==> src/gptlm_defs.svh <==
// constants for the general-purpose timer load, match and prescale block
//
// Contract
// - a load written while counting goes into the running counter one clock after the write
// - software reads back the last programmed load value of either half
// - edge-count capture compares count with match and raises an event
// - pulse-width mode uses the match value as the duty threshold
// - prescaler divides only in 16-bit modes, no effect when joined
// - prescale setting is unsigned 0 to 255 inclusive
// - in RTC mode the RTC enable command starts counting
// - outside RTC mode the RTC enable command does nothing
// - the RTC disable command stops RTC counting
// - reading the current value returns the live counter of that half
// - software reads back the match value of each half separately
// - software reads back the prescale setting of each half
// - load, match and prescale writes target first, second or both halves
// - with stall enabled counting freezes while the core is halted in debug
`ifndef GPTLM_DEFS_SVH
`define GPTLM_DEFS_SVH

`define GPTLM_SEL_A 2'h1
`define GPTLM_SEL_B 2'h2
`define GPTLM_SEL_BOTH 2'h3
`define GPTLM_HALF_W 16
`define GPTLM_FULL_W 32
`define GPTLM_PRE_W 8
`define GPTLM_LOAD_RST 32'hffffffff
`define GPTLM_MATCH_RST 32'h00000000
`define GPTLM_PRE_RST 8'h00

`endif

==> src/gptlm_pkg.sv <==
// types for the general-purpose timer load, match and prescale block
package gptlm_pkg;

    typedef enum logic [2:0]
    {
        GPTLM_ONESHOT = 3'b000,
        GPTLM_PERIODIC = 3'b001,
        GPTLM_CAP_COUNT = 3'b010,
        GPTLM_CAP_TIME = 3'b011,
        GPTLM_PWM = 3'b100,
        GPTLM_RTC = 3'b101
    } gptlm_mode_t;

    typedef enum logic [1:0]
    {
        GPTLM_RD_LOAD = 2'b00,
        GPTLM_RD_MATCH = 2'b01,
        GPTLM_RD_PRE = 2'b10,
        GPTLM_RD_VALUE = 2'b11
    } gptlm_rd_t;

endpackage : gptlm_pkg

==> src/gptlm_prescale.sv <==
// input clock prescaler giving a one-cycle count tick
`timescale 1ns/100ps
module gptlm_prescale #(
    parameter int PW = 8
) (
    // clock and reset
    input wire logic clock,
    input wire logic rst,
    // control
    input wire logic en,
    input wire logic [PW-1:0] pre,
    // tick
    output logic tick
);

    logic [PW-1:0] cnt_r;

    // tick every pre+1 cycles while enabled
    assign tick = en && (cnt_r == pre);

    always_ff @(posedge clock)
    begin
        if (rst || !en || tick)
        begin
            cnt_r <= '0;
        end
        else
        begin
            cnt_r <= cnt_r + {{(PW-1){1'b0}}, 1'b1};
        end
    end

endmodule : gptlm_prescale

==> src/gptlm_half.sv <==
// one timer half: counter, timeout, match event and pulse-width output
`timescale 1ns/100ps
module gptlm_half #(
    parameter int W = 16
) (
    // clock and reset
    input wire logic clock,
    input wire logic rst,
    // control
    input wire logic tick,
    input wire logic run,
    input wire logic start,
    input wire logic load_go,
    input wire gptlm_pkg::gptlm_mode_t mode,
    input wire logic [W-1:0] load_val,
    input wire logic [W-1:0] match_val,
    input wire logic cap_edge,
    // state
    output logic [W-1:0] cnt_r,
    output logic timeout_r,
    output logic match_r,
    output logic pwm_r
);

    logic down_mode;
    logic [W-1:0] one;

    assign one = {{(W-1){1'b0}}, 1'b1};
    assign down_mode = (mode != gptlm_pkg::GPTLM_CAP_COUNT) && (mode != gptlm_pkg::GPTLM_RTC);

    // counter
    always_ff @(posedge clock)
    begin
        if (rst)
        begin
            cnt_r <= '0;
        end
        else if (load_go || start)
        begin
            cnt_r <= load_val;
        end
        else if (run)
        begin
            case (mode)
                gptlm_pkg::GPTLM_CAP_COUNT:
                begin
                    if (cap_edge)
                    begin
                        cnt_r <= cnt_r - one;
                    end
                end
                gptlm_pkg::GPTLM_RTC:
                begin
                    if (tick)
                    begin
                        cnt_r <= cnt_r + one;
                    end
                end
                gptlm_pkg::GPTLM_ONESHOT:
                begin
                    if (tick && cnt_r != '0)
                    begin
                        cnt_r <= cnt_r - one;
                    end
                end
                default:
                begin
                    if (tick)
                    begin
                        cnt_r <= (cnt_r == '0) ? load_val : cnt_r - one;
                    end
                end
            endcase
        end
    end

    // timeout on reaching zero
    always_ff @(posedge clock)
    begin
        if (rst)
        begin
            timeout_r <= 1'b0;
        end
        else
        begin
            timeout_r <= run && tick && down_mode && (cnt_r == one) && !load_go && !start;
        end
    end

    // match event
    always_ff @(posedge clock)
    begin
        if (rst)
        begin
            match_r <= 1'b0;
        end
        else if (run && !load_go && !start && mode == gptlm_pkg::GPTLM_CAP_COUNT)
        begin
            match_r <= cap_edge && (cnt_r - one == match_val);
        end
        else if (run && !load_go && !start && mode == gptlm_pkg::GPTLM_RTC)
        begin
            match_r <= tick && (cnt_r + one == match_val);
        end
        else
        begin
            match_r <= 1'b0;
        end
    end

    // duty threshold
    always_ff @(posedge clock)
    begin
        if (rst)
        begin
            pwm_r <= 1'b0;
        end
        else
        begin
            pwm_r <= (mode == gptlm_pkg::GPTLM_PWM) && run && (cnt_r > match_val);
        end
    end

endmodule : gptlm_half

==> src/gptlm_top.sv <==
// timer pair with load, match, prescale, readback and rtc start and stop
`timescale 1ns/100ps
`include "gptlm_defs.svh"
module gptlm_top (
    // clock and reset
    input wire logic clock,
    input wire logic rst,
    // configuration
    input wire logic cfg_join,
    input wire gptlm_pkg::gptlm_mode_t mode_a,
    input wire gptlm_pkg::gptlm_mode_t mode_b,
    input wire logic en_a,
    input wire logic en_b,
    input wire logic stall_a,
    input wire logic stall_b,
    input wire logic dbg_halt,
    // writes
    input wire logic [1:0] wr_sel,
    input wire logic load_wr,
    input wire logic match_wr,
    input wire logic pre_wr,
    input wire logic [31:0] wr_data,
    // rtc commands
    input wire logic rtc_start,
    input wire logic rtc_stop,
    // reads
    input wire logic rd_req,
    input wire logic rd_sel_b,
    input wire gptlm_pkg::gptlm_rd_t rd_what,
    output logic [31:0] rd_data_r,
    output logic rd_valid_r,
    // capture edges
    input wire logic cap_edge_a,
    input wire logic cap_edge_b,
    // timer outputs
    output logic [31:0] cnt_a,
    output logic [15:0] cnt_b,
    output logic timeout_a,
    output logic timeout_b,
    output logic match_a,
    output logic match_b,
    output logic pwm_a,
    output logic pwm_b,
    output logic rtc_run_r
);

    logic [31:0] load_a_r;
    logic [15:0] load_b_r;
    logic [31:0] match_a_r;
    logic [15:0] match_b_r;
    logic [`GPTLM_PRE_W-1:0] pre_a_r;
    logic [`GPTLM_PRE_W-1:0] pre_b_r;
    logic load_go_a_r;
    logic load_go_b_r;
    logic en_a_d_r;
    logic en_b_d_r;
    logic rtc_mode;
    logic run_a;
    logic run_b;
    logic start_a;
    logic start_b;
    logic pre_tick_a;
    logic pre_tick_b;
    logic tick_a;
    logic [31:0] load_val_a;
    logic [31:0] match_val_a;

    function automatic logic hits(input logic [1:0] sel, input logic half_b);
        hits = half_b ? sel[1] : sel[0];
    endfunction : hits

    assign rtc_mode = cfg_join && (mode_a == gptlm_pkg::GPTLM_RTC);
    assign run_a = en_a && !(stall_a && dbg_halt) && (!rtc_mode || rtc_run_r);
    assign run_b = en_b && !cfg_join && !(stall_b && dbg_halt);
    assign start_a = en_a && !en_a_d_r;
    assign start_b = en_b && !en_b_d_r && !cfg_join;
    assign tick_a = cfg_join ? 1'b1 : pre_tick_a;
    assign load_val_a = cfg_join ? load_a_r : {16'h0000, load_a_r[15:0]};
    assign match_val_a = cfg_join ? match_a_r : {16'h0000, match_a_r[15:0]};

    // load registers
    always_ff @(posedge clock)
    begin
        if (rst)
        begin
            load_a_r <= `GPTLM_LOAD_RST;
            load_b_r <= 16'(`GPTLM_LOAD_RST >> 16);
        end
        else if (load_wr)
        begin
            if (hits(wr_sel, 1'b0))
            begin
                load_a_r <= wr_data;
            end
            if (hits(wr_sel, 1'b1))
            begin
                load_b_r <= wr_data[15:0];
            end
        end
    end

    // transfer into a running counter one clock after the load write
    always_ff @(posedge clock)
    begin
        if (rst)
        begin
            load_go_a_r <= 1'b0;
            load_go_b_r <= 1'b0;
        end
        else
        begin
            load_go_a_r <= load_wr && hits(wr_sel, 1'b0) && run_a;
            load_go_b_r <= load_wr && hits(wr_sel, 1'b1) && run_b;
        end
    end

    // match registers
    always_ff @(posedge clock)
    begin
        if (rst)
        begin
            match_a_r <= `GPTLM_MATCH_RST;
            match_b_r <= 16'h0000;
        end
        else if (match_wr)
        begin
            if (hits(wr_sel, 1'b0))
            begin
                match_a_r <= wr_data;
            end
            if (hits(wr_sel, 1'b1))
            begin
                match_b_r <= wr_data[15:0];
            end
        end
    end

    // prescale registers, eight bits hold 0 to 255
    always_ff @(posedge clock)
    begin
        if (rst)
        begin
            pre_a_r <= `GPTLM_PRE_RST;
            pre_b_r <= `GPTLM_PRE_RST;
        end
        else if (pre_wr)
        begin
            if (hits(wr_sel, 1'b0))
            begin
                pre_a_r <= wr_data[7:0];
            end
            if (hits(wr_sel, 1'b1))
            begin
                pre_b_r <= wr_data[7:0];
            end
        end
    end

    // enable edge detect
    always_ff @(posedge clock)
    begin
        if (rst)
        begin
            en_a_d_r <= 1'b0;
            en_b_d_r <= 1'b0;
        end
        else
        begin
            en_a_d_r <= en_a;
            en_b_d_r <= en_b;
        end
    end

    // rtc run flag, stop wins
    always_ff @(posedge clock)
    begin
        if (rst)
        begin
            rtc_run_r <= 1'b0;
        end
        else if (rtc_stop || !rtc_mode)
        begin
            rtc_run_r <= 1'b0;
        end
        else if (rtc_start)
        begin
            rtc_run_r <= 1'b1;
        end
    end

    // readback
    always_ff @(posedge clock)
    begin
        if (rst)
        begin
            rd_data_r <= 32'h00000000;
            rd_valid_r <= 1'b0;
        end
        else
        begin
            rd_valid_r <= rd_req;
            if (rd_req)
            begin
                case (rd_what)
                    gptlm_pkg::GPTLM_RD_LOAD:
                        rd_data_r <= rd_sel_b ? {16'h0000, load_b_r} : load_a_r;
                    gptlm_pkg::GPTLM_RD_MATCH:
                        rd_data_r <= rd_sel_b ? {16'h0000, match_b_r} : match_a_r;
                    gptlm_pkg::GPTLM_RD_PRE:
                        rd_data_r <= {24'h000000, rd_sel_b ? pre_b_r : pre_a_r};
                    gptlm_pkg::GPTLM_RD_VALUE:
                        rd_data_r <= rd_sel_b ? {16'h0000, cnt_b} : cnt_a;
                    default:
                        rd_data_r <= 32'h00000000;
                endcase
            end
        end
    end

    gptlm_prescale #(.PW(`GPTLM_PRE_W)) u_pre_a (
        .clock(clock),
        .rst(rst),
        .en(run_a && !cfg_join),
        .pre(pre_a_r),
        .tick(pre_tick_a)
    );

    gptlm_prescale #(.PW(`GPTLM_PRE_W)) u_pre_b (
        .clock(clock),
        .rst(rst),
        .en(run_b),
        .pre(pre_b_r),
        .tick(pre_tick_b)
    );

    gptlm_half #(.W(`GPTLM_FULL_W)) u_half_a (
        .clock(clock),
        .rst(rst),
        .tick(tick_a),
        .run(run_a),
        .start(start_a),
        .load_go(load_go_a_r),
        .mode(mode_a),
        .load_val(load_val_a),
        .match_val(match_val_a),
        .cap_edge(cap_edge_a),
        .cnt_r(cnt_a),
        .timeout_r(timeout_a),
        .match_r(match_a),
        .pwm_r(pwm_a)
    );

    gptlm_half #(.W(`GPTLM_HALF_W)) u_half_b (
        .clock(clock),
        .rst(rst),
        .tick(pre_tick_b),
        .run(run_b),
        .start(start_b),
        .load_go(load_go_b_r),
        .mode(mode_b),
        .load_val(load_b_r),
        .match_val(match_b_r),
        .cap_edge(cap_edge_b),
        .cnt_r(cnt_b),
        .timeout_r(timeout_b),
        .match_r(match_b),
        .pwm_r(pwm_b)
    );

    // checks
    property p_load_run;
        @(posedge clock) disable iff (rst)
        load_wr && hits(wr_sel, 1'b0) && run_a && cfg_join && !start_a
            |=> ##1 cnt_a == $past(wr_data, 2);
    endproperty
    a_load_run: assert property (p_load_run) else $error("running load not taken");

    property p_load_rb;
        @(posedge clock) disable iff (rst)
        rd_req && rd_what == gptlm_pkg::GPTLM_RD_LOAD && !rd_sel_b |=> rd_data_r == $past(load_a_r);
    endproperty
    a_load_rb: assert property (p_load_rb) else $error("load readback wrong");

    property p_match_rb;
        @(posedge clock) disable iff (rst)
        rd_req && rd_what == gptlm_pkg::GPTLM_RD_MATCH && rd_sel_b
            |=> rd_valid_r && rd_data_r == {16'h0000, $past(match_b_r)};
    endproperty
    a_match_rb: assert property (p_match_rb) else $error("match readback wrong");

    property p_pre_rb;
        @(posedge clock) disable iff (rst)
        rd_req && rd_what == gptlm_pkg::GPTLM_RD_PRE && rd_sel_b
            |=> rd_data_r == {24'h000000, $past(pre_b_r)};
    endproperty
    a_pre_rb: assert property (p_pre_rb) else $error("prescale readback wrong");

    property p_value_rb;
        @(posedge clock) disable iff (rst)
        rd_req && rd_what == gptlm_pkg::GPTLM_RD_VALUE && !rd_sel_b |=> rd_data_r == $past(cnt_a);
    endproperty
    a_value_rb: assert property (p_value_rb) else $error("value readback wrong");

    property p_both;
        @(posedge clock) disable iff (rst)
        pre_wr && wr_sel == `GPTLM_SEL_BOTH |=> pre_a_r == pre_b_r && pre_a_r == $past(wr_data[7:0]);
    endproperty
    a_both: assert property (p_both) else $error("both-half write missed");

    property p_join_tick;
        @(posedge clock) disable iff (rst)
        cfg_join && run_a && mode_a == gptlm_pkg::GPTLM_PERIODIC && cnt_a != 32'h00000000
            && !load_go_a_r && !start_a |=> cnt_a == $past(cnt_a) - 32'h00000001;
    endproperty
    a_join_tick: assert property (p_join_tick) else $error("prescaler active when joined");

    property p_rtc_start;
        @(posedge clock) disable iff (rst)
        rtc_start && rtc_mode && !rtc_stop ##1 rtc_mode |-> rtc_run_r;
    endproperty
    a_rtc_start: assert property (p_rtc_start) else $error("rtc did not start");

    property p_rtc_noeff;
        @(posedge clock) disable iff (rst)
        rtc_start && !rtc_mode |=> !rtc_run_r;
    endproperty
    a_rtc_noeff: assert property (p_rtc_noeff) else $error("rtc start acted outside rtc mode");

    property p_rtc_stop;
        @(posedge clock) disable iff (rst)
        rtc_stop |=> !rtc_run_r;
    endproperty
    a_rtc_stop: assert property (p_rtc_stop) else $error("rtc did not stop");

    property p_stall;
        @(posedge clock) disable iff (rst)
        stall_a && dbg_halt && !load_go_a_r && !start_a |=> cnt_a == $past(cnt_a);
    endproperty
    a_stall: assert property (p_stall) else $error("counter moved in debug stall");

    property p_start_load;
        @(posedge clock) disable iff (rst)
        start_a |=> cnt_a == $past(load_val_a);
    endproperty
    a_start_load: assert property (p_start_load) else $error("held load not used at enable");

    cov_load_run: cover property (@(posedge clock) load_go_a_r);
    cov_rtc: cover property (@(posedge clock) rtc_start && rtc_mode ##[1:20] rtc_stop);
    cov_match: cover property (@(posedge clock) match_a || match_b);
    cov_pwm: cover property (@(posedge clock) pwm_b ##1 !pwm_b);

endmodule : gptlm_top

==> config.mk <==
export PLATFORM = sky130hd
export DESIGN_NAME = gptlm_top
export DESIGN_NICKNAME = d
export VERILOG_FILES = /design/src/gptlm_pkg.sv /design/src/gptlm_prescale.sv /design/src/gptlm_half.sv /design/src/gptlm_top.sv
export VERILOG_INCLUDE_DIRS = /design/src
export SDC_FILE = /design/constraint.sdc
export NUM_CORES = 1
export LEC_CHECK = 0
export BUFFER_PORTS_ARGS = -buffer_cell sky130_fd_sc_hd__buf_2
export CORE_AREA = 4 4 197 199
export CTS_BUF_LIST = sky130_fd_sc_hd__clkbuf_8
export CTS_CLUSTER_DIAMETER = 30
export DETAILED_ROUTE_END_ITERATION = 16
export DIE_AREA = 0 0 201 203
export SLEW_MARGIN = 0
export SYNTH_ARGS = -nofsm -noshare
export SYNTH_HDL_FRONTEND = slang
export SYNTH_HIERARCHICAL = 1
export SYNTH_SLANG_ARGS = --single-unit
==> constraint.sdc <==
create_clock -name clock -period 2.6 [get_ports clock]
set_input_delay 0.26 -clock clock [delete_from_list [all_inputs] [get_ports clock]]
set_output_delay 0.26 -clock clock [all_outputs]
set_load 0.01 [all_outputs]
==> impl_metrics.env, run 1 <==
export IMPL_ant_nets=0
export IMPL_violations="setup timing"
export IMPL_ioPinCount=147
export IMPL_final_nets=2680
export IMPL_io_buffers=146
export IMPL_worst_pin_slew_ps=795
export IMPL_synth_warnings=6
export IMPL_synth_fp_nets=2241
export IMPL_clk_latency_ps=640
export IMPL_swShare_pct=34.6
export IMPL_whs_path_depth=3
export IMPL_worstSetupPathType="flip-flop to flip-flop"
export IMPL_cts_buffers_inserted=70
export IMPL_cp_end_kind="flip-flop"
export IMPL_arrival_ps=3310
export IMPL_grt_first_pass_wirelength_um=108000
export IMPL_initial_core_util_pct=44.2
export IMPL_netlist_area_mm2=0.0164
export IMPL_layout_common_cells="321 x buf_4, 223 x nand2_1, 203 x dfxtp_1, 151 x a21oi_1, 145 x buf_2"
export IMPL_synthAdderAreaFrac_pct=4.41
export IMPL_syn_to_final_growth_pct=37.7
export IMPL_drive_above_1_share_pct=30.3
export IMPL_hp_class="primary input to flip-flop"
export IMPL_cts_tree="built"
export IMPL_htree_levels=3
export IMPL_rows=71
export IMPL_layout_setup_ws_ps=-156
export IMPL_wl_per_cell_um=23.8
export IMPL_grt_pass1_vias=17973
export IMPL_synth_seq_cells=220
export IMPL_track_usage_pct=33.9
export IMPL_crit_fanout=8
export IMPL_synthMuxAreaShare_pct=4.48
export IMPL_via_per_inst=6.16
export IMPL_hold_viol=0
export IMPL_synth_xor_area_share_pct=7.38
export IMPL_crit_path_start_kind="flip-flop"
export IMPL_synthArstFlopShare_pct=0
export IMPL_reg2reg_depth=11
export IMPL_synthSimpleGateAreaFrac_pct=27.0
export IMPL_cp_required_ps=3150
export IMPL_antenna_found_initial=0
export IMPL_place_area_mm2=0.0196
export IMPL_setup_viol=9
export IMPL_min_from="wr_sel[0]"
export IMPL_clk_path_buf_depth=3
export IMPL_syn_area_per_cell_um2=7.74
export IMPL_worst_hold_path_endpoint="pre_a_r[1]"
export IMPL_synth_edf_count=0
export IMPL_p_comb_share_pct=33.0
export IMPL_period_share_pct=106
export IMPL_fin_area_mm2=0.0226
export IMPL_clockRootBuffer="clkbuf_8"
export IMPL_initialDrtViolationCount=2332
export IMPL_power_density_mw_per_mm2=654
export IMPL_r2r_setup_slack_ps=-160
export IMPL_clockPowerShare_pct=41.2
export IMPL_n_antenna_cell=0
export IMPL_finalCriticalPeriod_ps=2760
export IMPL_postSynthCellCount=2124
export IMPL_clkTransAtPathRegs_ps=60
export IMPL_drt_first_pass_iters=5
export IMPL_drc=0
export IMPL_fmax_mhz=363
export IMPL_ys_types=96
export IMPL_timing_rr_start="u_half_a/cnt_r[6]"
export IMPL_maxCapViolCount=0
export IMPL_dp_hpwl_um=54100
export IMPL_yosysSeqAreaShare_pct=26.8
export IMPL_p_switching_mw=5.13
export IMPL_fp_dieW_um=201
export IMPL_overflow=0
export IMPL_die_y_um=203
export IMPL_slew_headroom_pct=46.9
export IMPL_skew_ps=39.9
export IMPL_grt_setup_unrepaired="true"
export IMPL_core_mm2=0.0372
export IMPL_clkSinkCount=220
export IMPL_p_int_mw=9.68
export IMPL_layout_commonest_cell="buf_4"
export IMPL_hold_ws_ps=44.3
export IMPL_place_congestion=0.990
export IMPL_r2r_end="u_half_a/match_r"
export IMPL_ys_flop_type="dfxtp_1"
export IMPL_status="complete, but fails checks"
export IMPL_synth_top_family_by_area="simple AND/OR/NAND/NOR gates"
export IMPL_seqPwrFrac_pct=25.9
export IMPL_dieArea_mm2=0.0408
export IMPL_vias=19025
export IMPL_totalWireLength_um=73400
export IMPL_grt_max_degree=130
export IMPL_p_leak_nw=9.66
export IMPL_synth_compound_area_share_pct=23.5
export IMPL_ir_drop_uv=482
export IMPL_slew_violations=0
## state kept, by name, indices dropped and copies added, names as in the netlist, 16 cells and up
signal          cells
match_a_r          32
rd_data_r          32
u_half_b/cnt_r     16
u_half_a/cnt_r     32
load_b_r           16
load_a_r           32
match_b_r          16
## power groups by stage
stage	Sequential (mW)	Combinational, mW	Clock (mW)
finish	3.83	4.88	6.10
global route	3.85	5.17	6.38
CTS	3.82	4.49	6.19
detailed placement	3.88	4.32	0
global placement	3.87	4.31	0
floorplan	3.89	2.47	0
## Yosys cell counts, types with 9 or more instances
cell / n / share of area (%)
nor3_1: 48 / 1.5
a211o_1: 54 / 2.9
and3_1: 70 / 2.7
a22o_1: 17 / 0.91
nor2_1: 141 / 3.2
ha_1: 58 / 4.4
nor2b_1: 41 / 1.6
a21oi_1: 162 / 4.9
and4_1: 9 / 0.48
or4_1: 9 / 0.41
mux2_1: 9 / 0.62
nand2_1: 227 / 5.2
clkbuf_1: 103 / 2.4
o31ai_1: 14 / 0.64
buf_1: 10 / 0.23
and2_1: 46 / 1.8
mux2i_1: 50 / 3.0
nor3_2: 15 / 0.91
xor2_1: 58 / 3.1
o22ai_1: 22 / 0.84
dfxtp_1: 220 / 27
or3_1: 15 / 0.57
a221oi_1: 13 / 0.69
mux2_2: 12 / 0.82
a21o_1: 14 / 0.64
nand4_1: 35 / 1.3
buf_2: 37 / 1.1
o21ai_1: 25 / 0.76
a211oi_1: 44 / 2.0
buf_6: 9 / 0.62
nand3b_1: 10 / 0.46
nor4_1: 27 / 1.0
nor3b_1: 9 / 0.41
xnor2_1: 78 / 4.2
o221ai_1: 10 / 0.53
o211ai_1: 9 / 0.41
o21ai_0: 64 / 1.9
a31oi_1: 22 / 0.84
a2111oi_0: 9 / 0.48
inv_1: 73 / 1.7
nand3_1: 67 / 2.0
nand2b_1: 16 / 0.61
buf_4: 10 / 0.46
## metrics by stage
| stage | instances | power [mW] | setup TNS [ps] | worst slack (ps) | util [%] |
|---|---|---|---|---|---|
| floorplan | 2124 | 6.37 | -192 | -36.2 | - |
| global placement | 2898 | 8.18 | -1030 | -309 | 52.7 |
| detailed placement | 2898 | 8.20 | -1570 | -377 | 52.7 |
| CTS | 3066 | 14.5 | -235 | -75.7 | 58.9 |
| global route | 3087 | 15.4 | -1530 | -220 | 60.8 |
| finish | 3087 | 14.8 | -343 | -156 | 60.8 |
## cell type report
cell class	instances	area (um^2)
clock inverter	43	561
timing repair buffer	537	4080
clock buffer	79	1090
fill	3366	14600
multi-input combinational	1661	11600
inverter	73	277
tap	474	593
sequential	220	4430
## how the worst max path moves through the flow
stage	cells past startpoint	startpoint	to	slack, ps
after global placement	12	cfg_join	u_half_a/match_r	-310
final	11	u_half_a/cnt_r[6]	u_half_a/match_r	-160
after CTS	9	u_half_a/cnt_r[19]	u_half_a/cnt_r[31]	-80
after detailed placement	9	cfg_join	u_half_b/match_r	-380
after global routing	9	u_half_a/cnt_r[1]	u_half_a/match_r	-220
after floorplan	10	u_half_a/cnt_r[16]	u_half_a/cnt_r[30]	-40
## kinds of logic (layout without fill, tap and decap cells)
logic type,count (synthesis),after routing
fa+ha+maj,58,58
compound gates,567,567
simple gates,828,828
xor+xnor,137,137
buf+inv,243,732
flops,220,220
mux,71,71
## worst max-delay path, cell delays in order (launching register included)
cell and delay [ps]:
dfxtp_1 320, buf_4 130, nor4_1 170, buf_4 170, and2_1 290, nand3_1 210, buf_4 230, o21ai_0 200
o2111ai_1 300, nor4_1 350, nand4_1 140, o22ai_1 160
## layer usage
layer | global-route usage (%) | part of all wire, % | up-vias
li1 | - | - | 8690
met3 | 9.52 | 11 | 139
met4 | 10.3 | 2.6 | 0
met5 | 0 | 0 | -
met2 | 49.1 | 42 | 1069
met1 | 49.0 | 45 | 9127
## repair_timing
item	in CTS	in global routing
endpoints found under the hold margin	85	0
cloned	1	3
pin swaps	17	63
hold buffers	39	0
setup endpoints to repair	23	36
setup buffers	6	18
gates resized for setup	41	104
Note: power is estimated with default switching activity, not from simulation.
==> run 2: changes to the inputs <==
ABC_AREA = 1   (was default)
CORE_AREA = 4 4 201 203   (was 4 4 197 199)
DIE_AREA = 0 0 205 207   (was 0 0 201 203)
GPL_ROUTABILITY_DRIVEN = 0   (was default)
==> impl_metrics.env, run 2 <==
export IMPL_status="finished, final reports clean"
export IMPL_tns_ps=0
export IMPL_track_usage_pct=33.6
export IMPL_layout_setup_ws_ps=38.1
export IMPL_p_leak_nw=10.0
export IMPL_clockRootBuffer="clkbuf_8"
export IMPL_ioPinCount=147
export IMPL_worst_pin_slew_ps=912
export IMPL_cp_end_kind="flip-flop"
export IMPL_yosysTopAreaCellShare_pct=25.7
export IMPL_fin_area_mm2=0.0207
export IMPL_crit_path_start_kind="flip-flop"
export IMPL_ir_drop_uv=388
export IMPL_crit_fanout=7
export IMPL_cts_tree="built"
export IMPL_hold_viol=0
export IMPL_ant_nets=0
export IMPL_period_share_pct=98.5
export IMPL_setup_viol=0
export IMPL_rows=72
export IMPL_antenna_found_initial=2
export IMPL_htree_levels=2
export IMPL_skew_ps=30.9
export IMPL_critPathTopFamily="simple AND/OR/NAND/NOR gates"
export IMPL_dieArea_mm2=0.0424
export IMPL_synth_top_area_cell="dfxtp_1"
export IMPL_yosysMostFrequentCell="nand2_1"
export IMPL_drive_above_1_share_pct=17.1
export IMPL_slew_violations=0
export IMPL_cp_required_ps=3130
export IMPL_path_buf_inv=1
export IMPL_worstSetupPathType="flip-flop to flip-flop"
export IMPL_synth_fp_nets=2988
export IMPL_layout_common_cells="867 x nand2_1, 340 x nor2_1, 307 x nand3_1, 295 x inv_1, 212 x dfxtp_1"
export IMPL_fmax_mhz=390
export IMPL_layout_commonest_cell="nand2_1"
export IMPL_drt_first_pass_iters=8
export IMPL_hold_ws_ps=57.3
export IMPL_utilization_pct=53.8
export IMPL_wl_per_cell_um=20.2
export IMPL_grt_max_degree=92
export IMPL_vias=20779
export IMPL_postSynthCellCount=2871
export IMPL_yosysSeqAreaShare_pct=25.7
export IMPL_place_ws_ps=-65.0
export IMPL_ys_flop_type="dfxtp_1"
export IMPL_clk_path_buf_depth=3
export IMPL_synth_warnings=6
export IMPL_power_mw=12.9
export IMPL_place_inst=3553
export IMPL_totalWireLength_um=74600
export IMPL_cpPeakStageDelay_ps=600
export IMPL_hp_class="primary input to flip-flop"
export IMPL_maxCapViolCount=0
export IMPL_clkSinkCount=220
export IMPL_n_antenna_cell=0
export IMPL_clk_latency_ps=610
export IMPL_finalCriticalPeriod_ps=2560
export IMPL_synthArstFlopShare_pct=0
export IMPL_synth_seq_cells=220
export IMPL_initial_core_util_pct=44.5
export IMPL_initialDrtViolationCount=2783
export IMPL_path_cells="inv_1, nor3_2, nand2_1, nor3_1, nand3_1, nand3_1, nand3_1, nor2_1, nand2_1, a21oi_2"
export IMPL_slew_headroom_pct=38.6
export IMPL_final_nets=3246
export IMPL_final_cells=3691
export IMPL_core_mm2=0.0385
export IMPL_slowest_stage="dfxtp_1"
export IMPL_die_y_um=207
export IMPL_arrival_ps=3090
export IMPL_synthTopCellsByCount="868 x nand2_1, 347 x nor2_1, 307 x nand3_1"
export IMPL_io_buffers=146
export IMPL_clkTransAtPathRegs_ps=60
export IMPL_syn_area_per_cell_um2=5.96
export IMPL_drc=0
export IMPL_synth_edf_count=0
export IMPL_netlist_area_mm2=0.0171
export IMPL_cpMostUsedCell="nand3_1"
export IMPL_syn_to_final_growth_pct=20.9
export IMPL_fp_dieW_um=205
export IMPL_dp_hpwl_um=58200
export IMPL_overflow=0
export IMPL_grt_pass1_vias=18899
export IMPL_cts_buffers_inserted=53
export IMPL_via_per_inst=5.63
export IMPL_ys_top_cells_by_area="dfxtp_1 26%, nand2_1 19%, nand3_1 9.0%"
export IMPL_grt_first_pass_wirelength_um=111000
export IMPL_place_area_mm2=0.0189
export IMPL_r2r_setup_slack_ps=40
export IMPL_ys_types=54
export IMPL_power_density_mw_per_mm2=623
[run 2: cell count changes after synthesis, sizes merged, moves of 42 or more]
cell    before  now
a211o       54    0
xnor2       78    4
o21ai       90  182
nand2      228  903
and2        46    1
mux2i       50    0
nand3       68  313
nor3        63   21
nor2       144  402
clkbuf     104   42
and3        70    0
inv         73  325
[run 2: logic make-up after synthesis]
logic type	Yosys count	synth area share, %
adders and majority gates	58	4.24
xor gates and xnor gates	38	2.43
buffers and inverters	446	10.9
AOI/OAI and AO/OA	414	13.2
DFF	220	25.7
and+or+nand+nor	1695	43.4
[run 2: timing repair]
action	in CTS	in global routing
endpoints found under the hold margin	72	0
pin swaps	0	11
setup endpoints to repair	1	35
resized for setup	1	22
buffers inserted	0	4
gates cloned	0	0
hold buffers	36	0
[run 2: tightest hold or removal path: cells and delay by family]
kind	cells	cell delay [ps]
simple gates	1	140
buf+inv	1	120
compound gates	1	80
[run 2: final cells by class]
class | count | area (um^2)
inverters | 327 | 1230
clock inverters | 35 | 415
flip-flops and latches | 220 | 4410
repair buffers | 322 | 2210
fillers | 4015 | 17800
clock buffers | 64 | 881
multi-input cells | 2205 | 10900
well taps | 518 | 648
[run 2: worst paths after layout]
check,from,endpoint,cells past startpoint
hold reg to reg,rd_data_r[16],rd_data_r[16],2
setup / recovery,u_half_a/cnt_r[23],u_half_a/match_r,10
setup reg to reg,u_half_a/cnt_r[23],u_half_a/match_r,10
hold / removal,match_wr,match_b_r[15],3
[run 2: layer usage]
layer | vias up | GRT usage [%] | wire length, um
li1 | 9797 | - | -
met2 | 1308 | 46.6 | 29500
met1 | 9484 | 49.1 | 31700
met5 | - | 0 | 26
met4 | 4 | 12.1 | 3150
met3 | 186 | 9.65 | 10200
[run 2: report_power, final]
part / switching [mW] / total [mW] / internal [mW]
clock: 1.91 / 4.91 / 3.00
combinational: 2.61 / 3.96 / 1.35
sequential: 0.398 / 4.01 / 3.61
==> run 3: changes to the inputs <==
CORE_AREA = 4 4 192 194   (was 4 4 201 203)
DIE_AREA = 0 0 196 198   (was 0 0 205 207)
PLACE_DENSITY = 0.65   (was default)
SYNTH_HIERARCHICAL = default   (was 1)
==> impl_metrics.env, run 3 <==
export IMPL_status="finished, final reports clean"
export IMPL_r2r_end="u_half_a.cnt_r[14]"
export IMPL_rows=69
export IMPL_clk_latency_ps=660
export IMPL_ys_top_cells_by_area="dfxtp_1 28%, nand2_1 16%, nand3_1 7.1%"
export IMPL_p_leak_nw=8.82
export IMPL_synth_warnings=0
export IMPL_cp_end_kind="flip-flop"
export IMPL_worst_hold_path_endpoint="rd_data_r[31]"
export IMPL_ir_drop_uv=398
export IMPL_critPathTopFamily="simple AND/OR/NAND/NOR gates"
export IMPL_clkTransAtPathRegs_ps=60
export IMPL_syn_area_per_cell_um2=6.18
export IMPL_skew_ps=37.0
export IMPL_reg2reg_depth=13
export IMPL_whs_path_depth=5
export IMPL_synth_edf_count=0
export IMPL_hp_class="primary input to flip-flop"
export IMPL_synth_seq_cells=220
export IMPL_ioPinCount=147
export IMPL_netlist_area_mm2=0.0157
export IMPL_timing_rr_start="u_half_a.cnt_r[16]"
export IMPL_finalCriticalPeriod_ps=2460
export IMPL_initialDrtViolationCount=2493
export IMPL_drc=0
export IMPL_layout_common_cells="667 x nand2_1, 268 x nor2_1, 242 x inv_1, 221 x nand3_1, 217 x a21oi_1"
export IMPL_tns_ps=0
export IMPL_r2r_setup_slack_ps=140
export IMPL_overflow=0
export IMPL_clk_path_buf_depth=3
export IMPL_drt_first_pass_iters=9
export IMPL_cts_tree="built"
export IMPL_multi_input_area_mm2=0.00979
export IMPL_synth_fp_nets=2654
export IMPL_final_cells=3254
export IMPL_wl_per_cell_um=20.1
export IMPL_totalWireLength_um=65300
export IMPL_cp_required_ps=3110
export IMPL_hold_viol=0
export IMPL_via_per_inst=5.80
export IMPL_syn_to_final_growth_pct=20.1
export IMPL_postSynthCellCount=2537
export IMPL_grt_setup_unrepaired="false"
export IMPL_ys_types=55
export IMPL_fp_dieW_um=196
export IMPL_ys_flop_type="dfxtp_1"
export IMPL_core_mm2=0.0352
export IMPL_synth_top_area_cell="dfxtp_1"
export IMPL_dp_hpwl_um=50100
export IMPL_fmax_mhz=407
export IMPL_slew_headroom_pct=32.4
export IMPL_vias=18859
export IMPL_slowest_stage="dfxtp_1"
export IMPL_path_cells="nor2_1, nand2_1, nor2_2, nand3_1, inv_1, nand3_1, nand2_2, inv_2, buf_12, nand3_1, a21oi_1, a21oi_1, a21oi_1"
export IMPL_initial_core_util_pct=44.5
export IMPL_setup_viol=0
export IMPL_period_share_pct=94.6
export IMPL_synthArstFlopShare_pct=0
export IMPL_arrival_ps=2970
export IMPL_synthTopCellsByCount="669 x nand2_1, 270 x nor2_1, 236 x inv_1"
export IMPL_worstSetupPathType="flip-flop to flip-flop"
export IMPL_ant_nets=0
export IMPL_regArea_mm2=0.00441
export IMPL_grt_first_pass_wirelength_um=99200
export IMPL_maxCapViolCount=0
export IMPL_clkSinkCount=220
export IMPL_crit_fanout=11
export IMPL_hold_ws_ps=118
export IMPL_drive_above_1_share_pct=14.4
export IMPL_yosysSeqAreaShare_pct=28.1
export IMPL_crit_path_start_kind="flip-flop"
export IMPL_io_buffers=146
export IMPL_layout_commonest_cell="nand2_1"
export IMPL_worst_pin_slew_ps=1010
export IMPL_cts_buffers_inserted=51
export IMPL_place_inst=3115
export IMPL_power_mw=11.9
export IMPL_dieArea_mm2=0.0388
export IMPL_grt_max_degree=105
export IMPL_clockRootBuffer="clkbuf_8"
export IMPL_n_antenna_cell=0
export IMPL_final_nets=2869
export IMPL_path_buf_inv=3
export IMPL_track_usage_pct=32.4
export IMPL_min_from="rd_what[0]"
export IMPL_yosysMostFrequentCell="nand2_1"
export IMPL_htree_levels=2
export IMPL_power_density_mw_per_mm2=632
export IMPL_grt_pass1_vias=17731
export IMPL_n_fill_cell=3569
export IMPL_slew_violations=0
export IMPL_cpPeakStageDelay_ps=310
export IMPL_yosysTopAreaCellShare_pct=28.1
export IMPL_die_y_um=198
export IMPL_antenna_found_initial=0
## run 3: cell count changes after synthesis, moves of 48 or more
cell,before,now
inv_1,291,236
o21ai_0,61,205
nand3_1,307,221
a21oi_1,169,217
nor2_1,347,270
o21ai_1,119,10
nand2_1,868,669
## run 3: repair_timing
action / in CTS / in global routing
endpoints found under the setup margin: 0 / 4
setup buffers: 0 / 1
resized for setup: 0 / 9
endpoints found under the hold margin: 92 / 0
hold buffers: 44 / 0
## run 3: layout make-up
class	count	area share, %
multi-input combinational	1943	51.9
sequential	220	23.4
timing repair buffer	284	10.4
inverter	252	5.03
clock buffer	63	4.60
tap	461	3.06
clock inverter	31	1.61
## run 3: worst min-delay path, stage by stage
cell and delay [ps]:
buf_2 130, o21ai_0 80, a21oi_1 70, a21oi_1 120
nor2_1 50
## run 3: power breakdown
group	total (mW)	internal (mW)	switching, mW
Clock	4.49	2.65	1.84
Sequential	3.86	3.61	0.246
Combinational	3.57	1.19	2.38
Total	11.9	7.45	4.47
## run 3: per-stage QoR
stage | area, um^2 | utilization (%) | setup slack, ps
floorplan | 15700 | - | 400
global placement | 17200 | 48.8 | 110
detailed placement | 17200 | 48.8 | 48.4
CTS | 18800 | 53.4 | 108
global route | 18800 | 53.5 | 11.7
finish | 18800 | 53.5 | 141
## run 3: cells by family (layout without fill, tap and decap cells)
family / after synthesis / count (layout) / synth area share (%)
compound gates: 536 / 536 / 18.8
xor+xnor: 56 / 56 / 3.57
fa+ha+maj: 58 / 58 / 4.63
buf+inv: 374 / 630 / 9.67
flops: 220 / 220 / 28.1
simple gates: 1293 / 1293 / 35.3
## run 3: worst max-delay path by stage
stage	from	end	slack [ps]	cells after the start
final	u_half_a.cnt_r[16]	u_half_a.cnt_r[14]	140	13
after global routing	u_half_a.cnt_r[1]	u_half_a.match_r	10	17
after CTS	u_half_b.cnt_r[1]	u_half_b.match_r	110	13
after detailed placement	cfg_join	u_half_a.pwm_r	50	9
after global placement	cfg_join	u_half_b.cnt_r[13]	110	11
after floorplan	cfg_join	u_half_a.pwm_r	400	11
## run 3: per-layer routing
layer	up-vias	part of all wire [%]	track usage [%]
met1	8556	40	42.5
li1	8864	-	-
met3	241	11	6.50
met5	-	0	0
met4	0	5.4	16.2
met2	1198	44	50.9
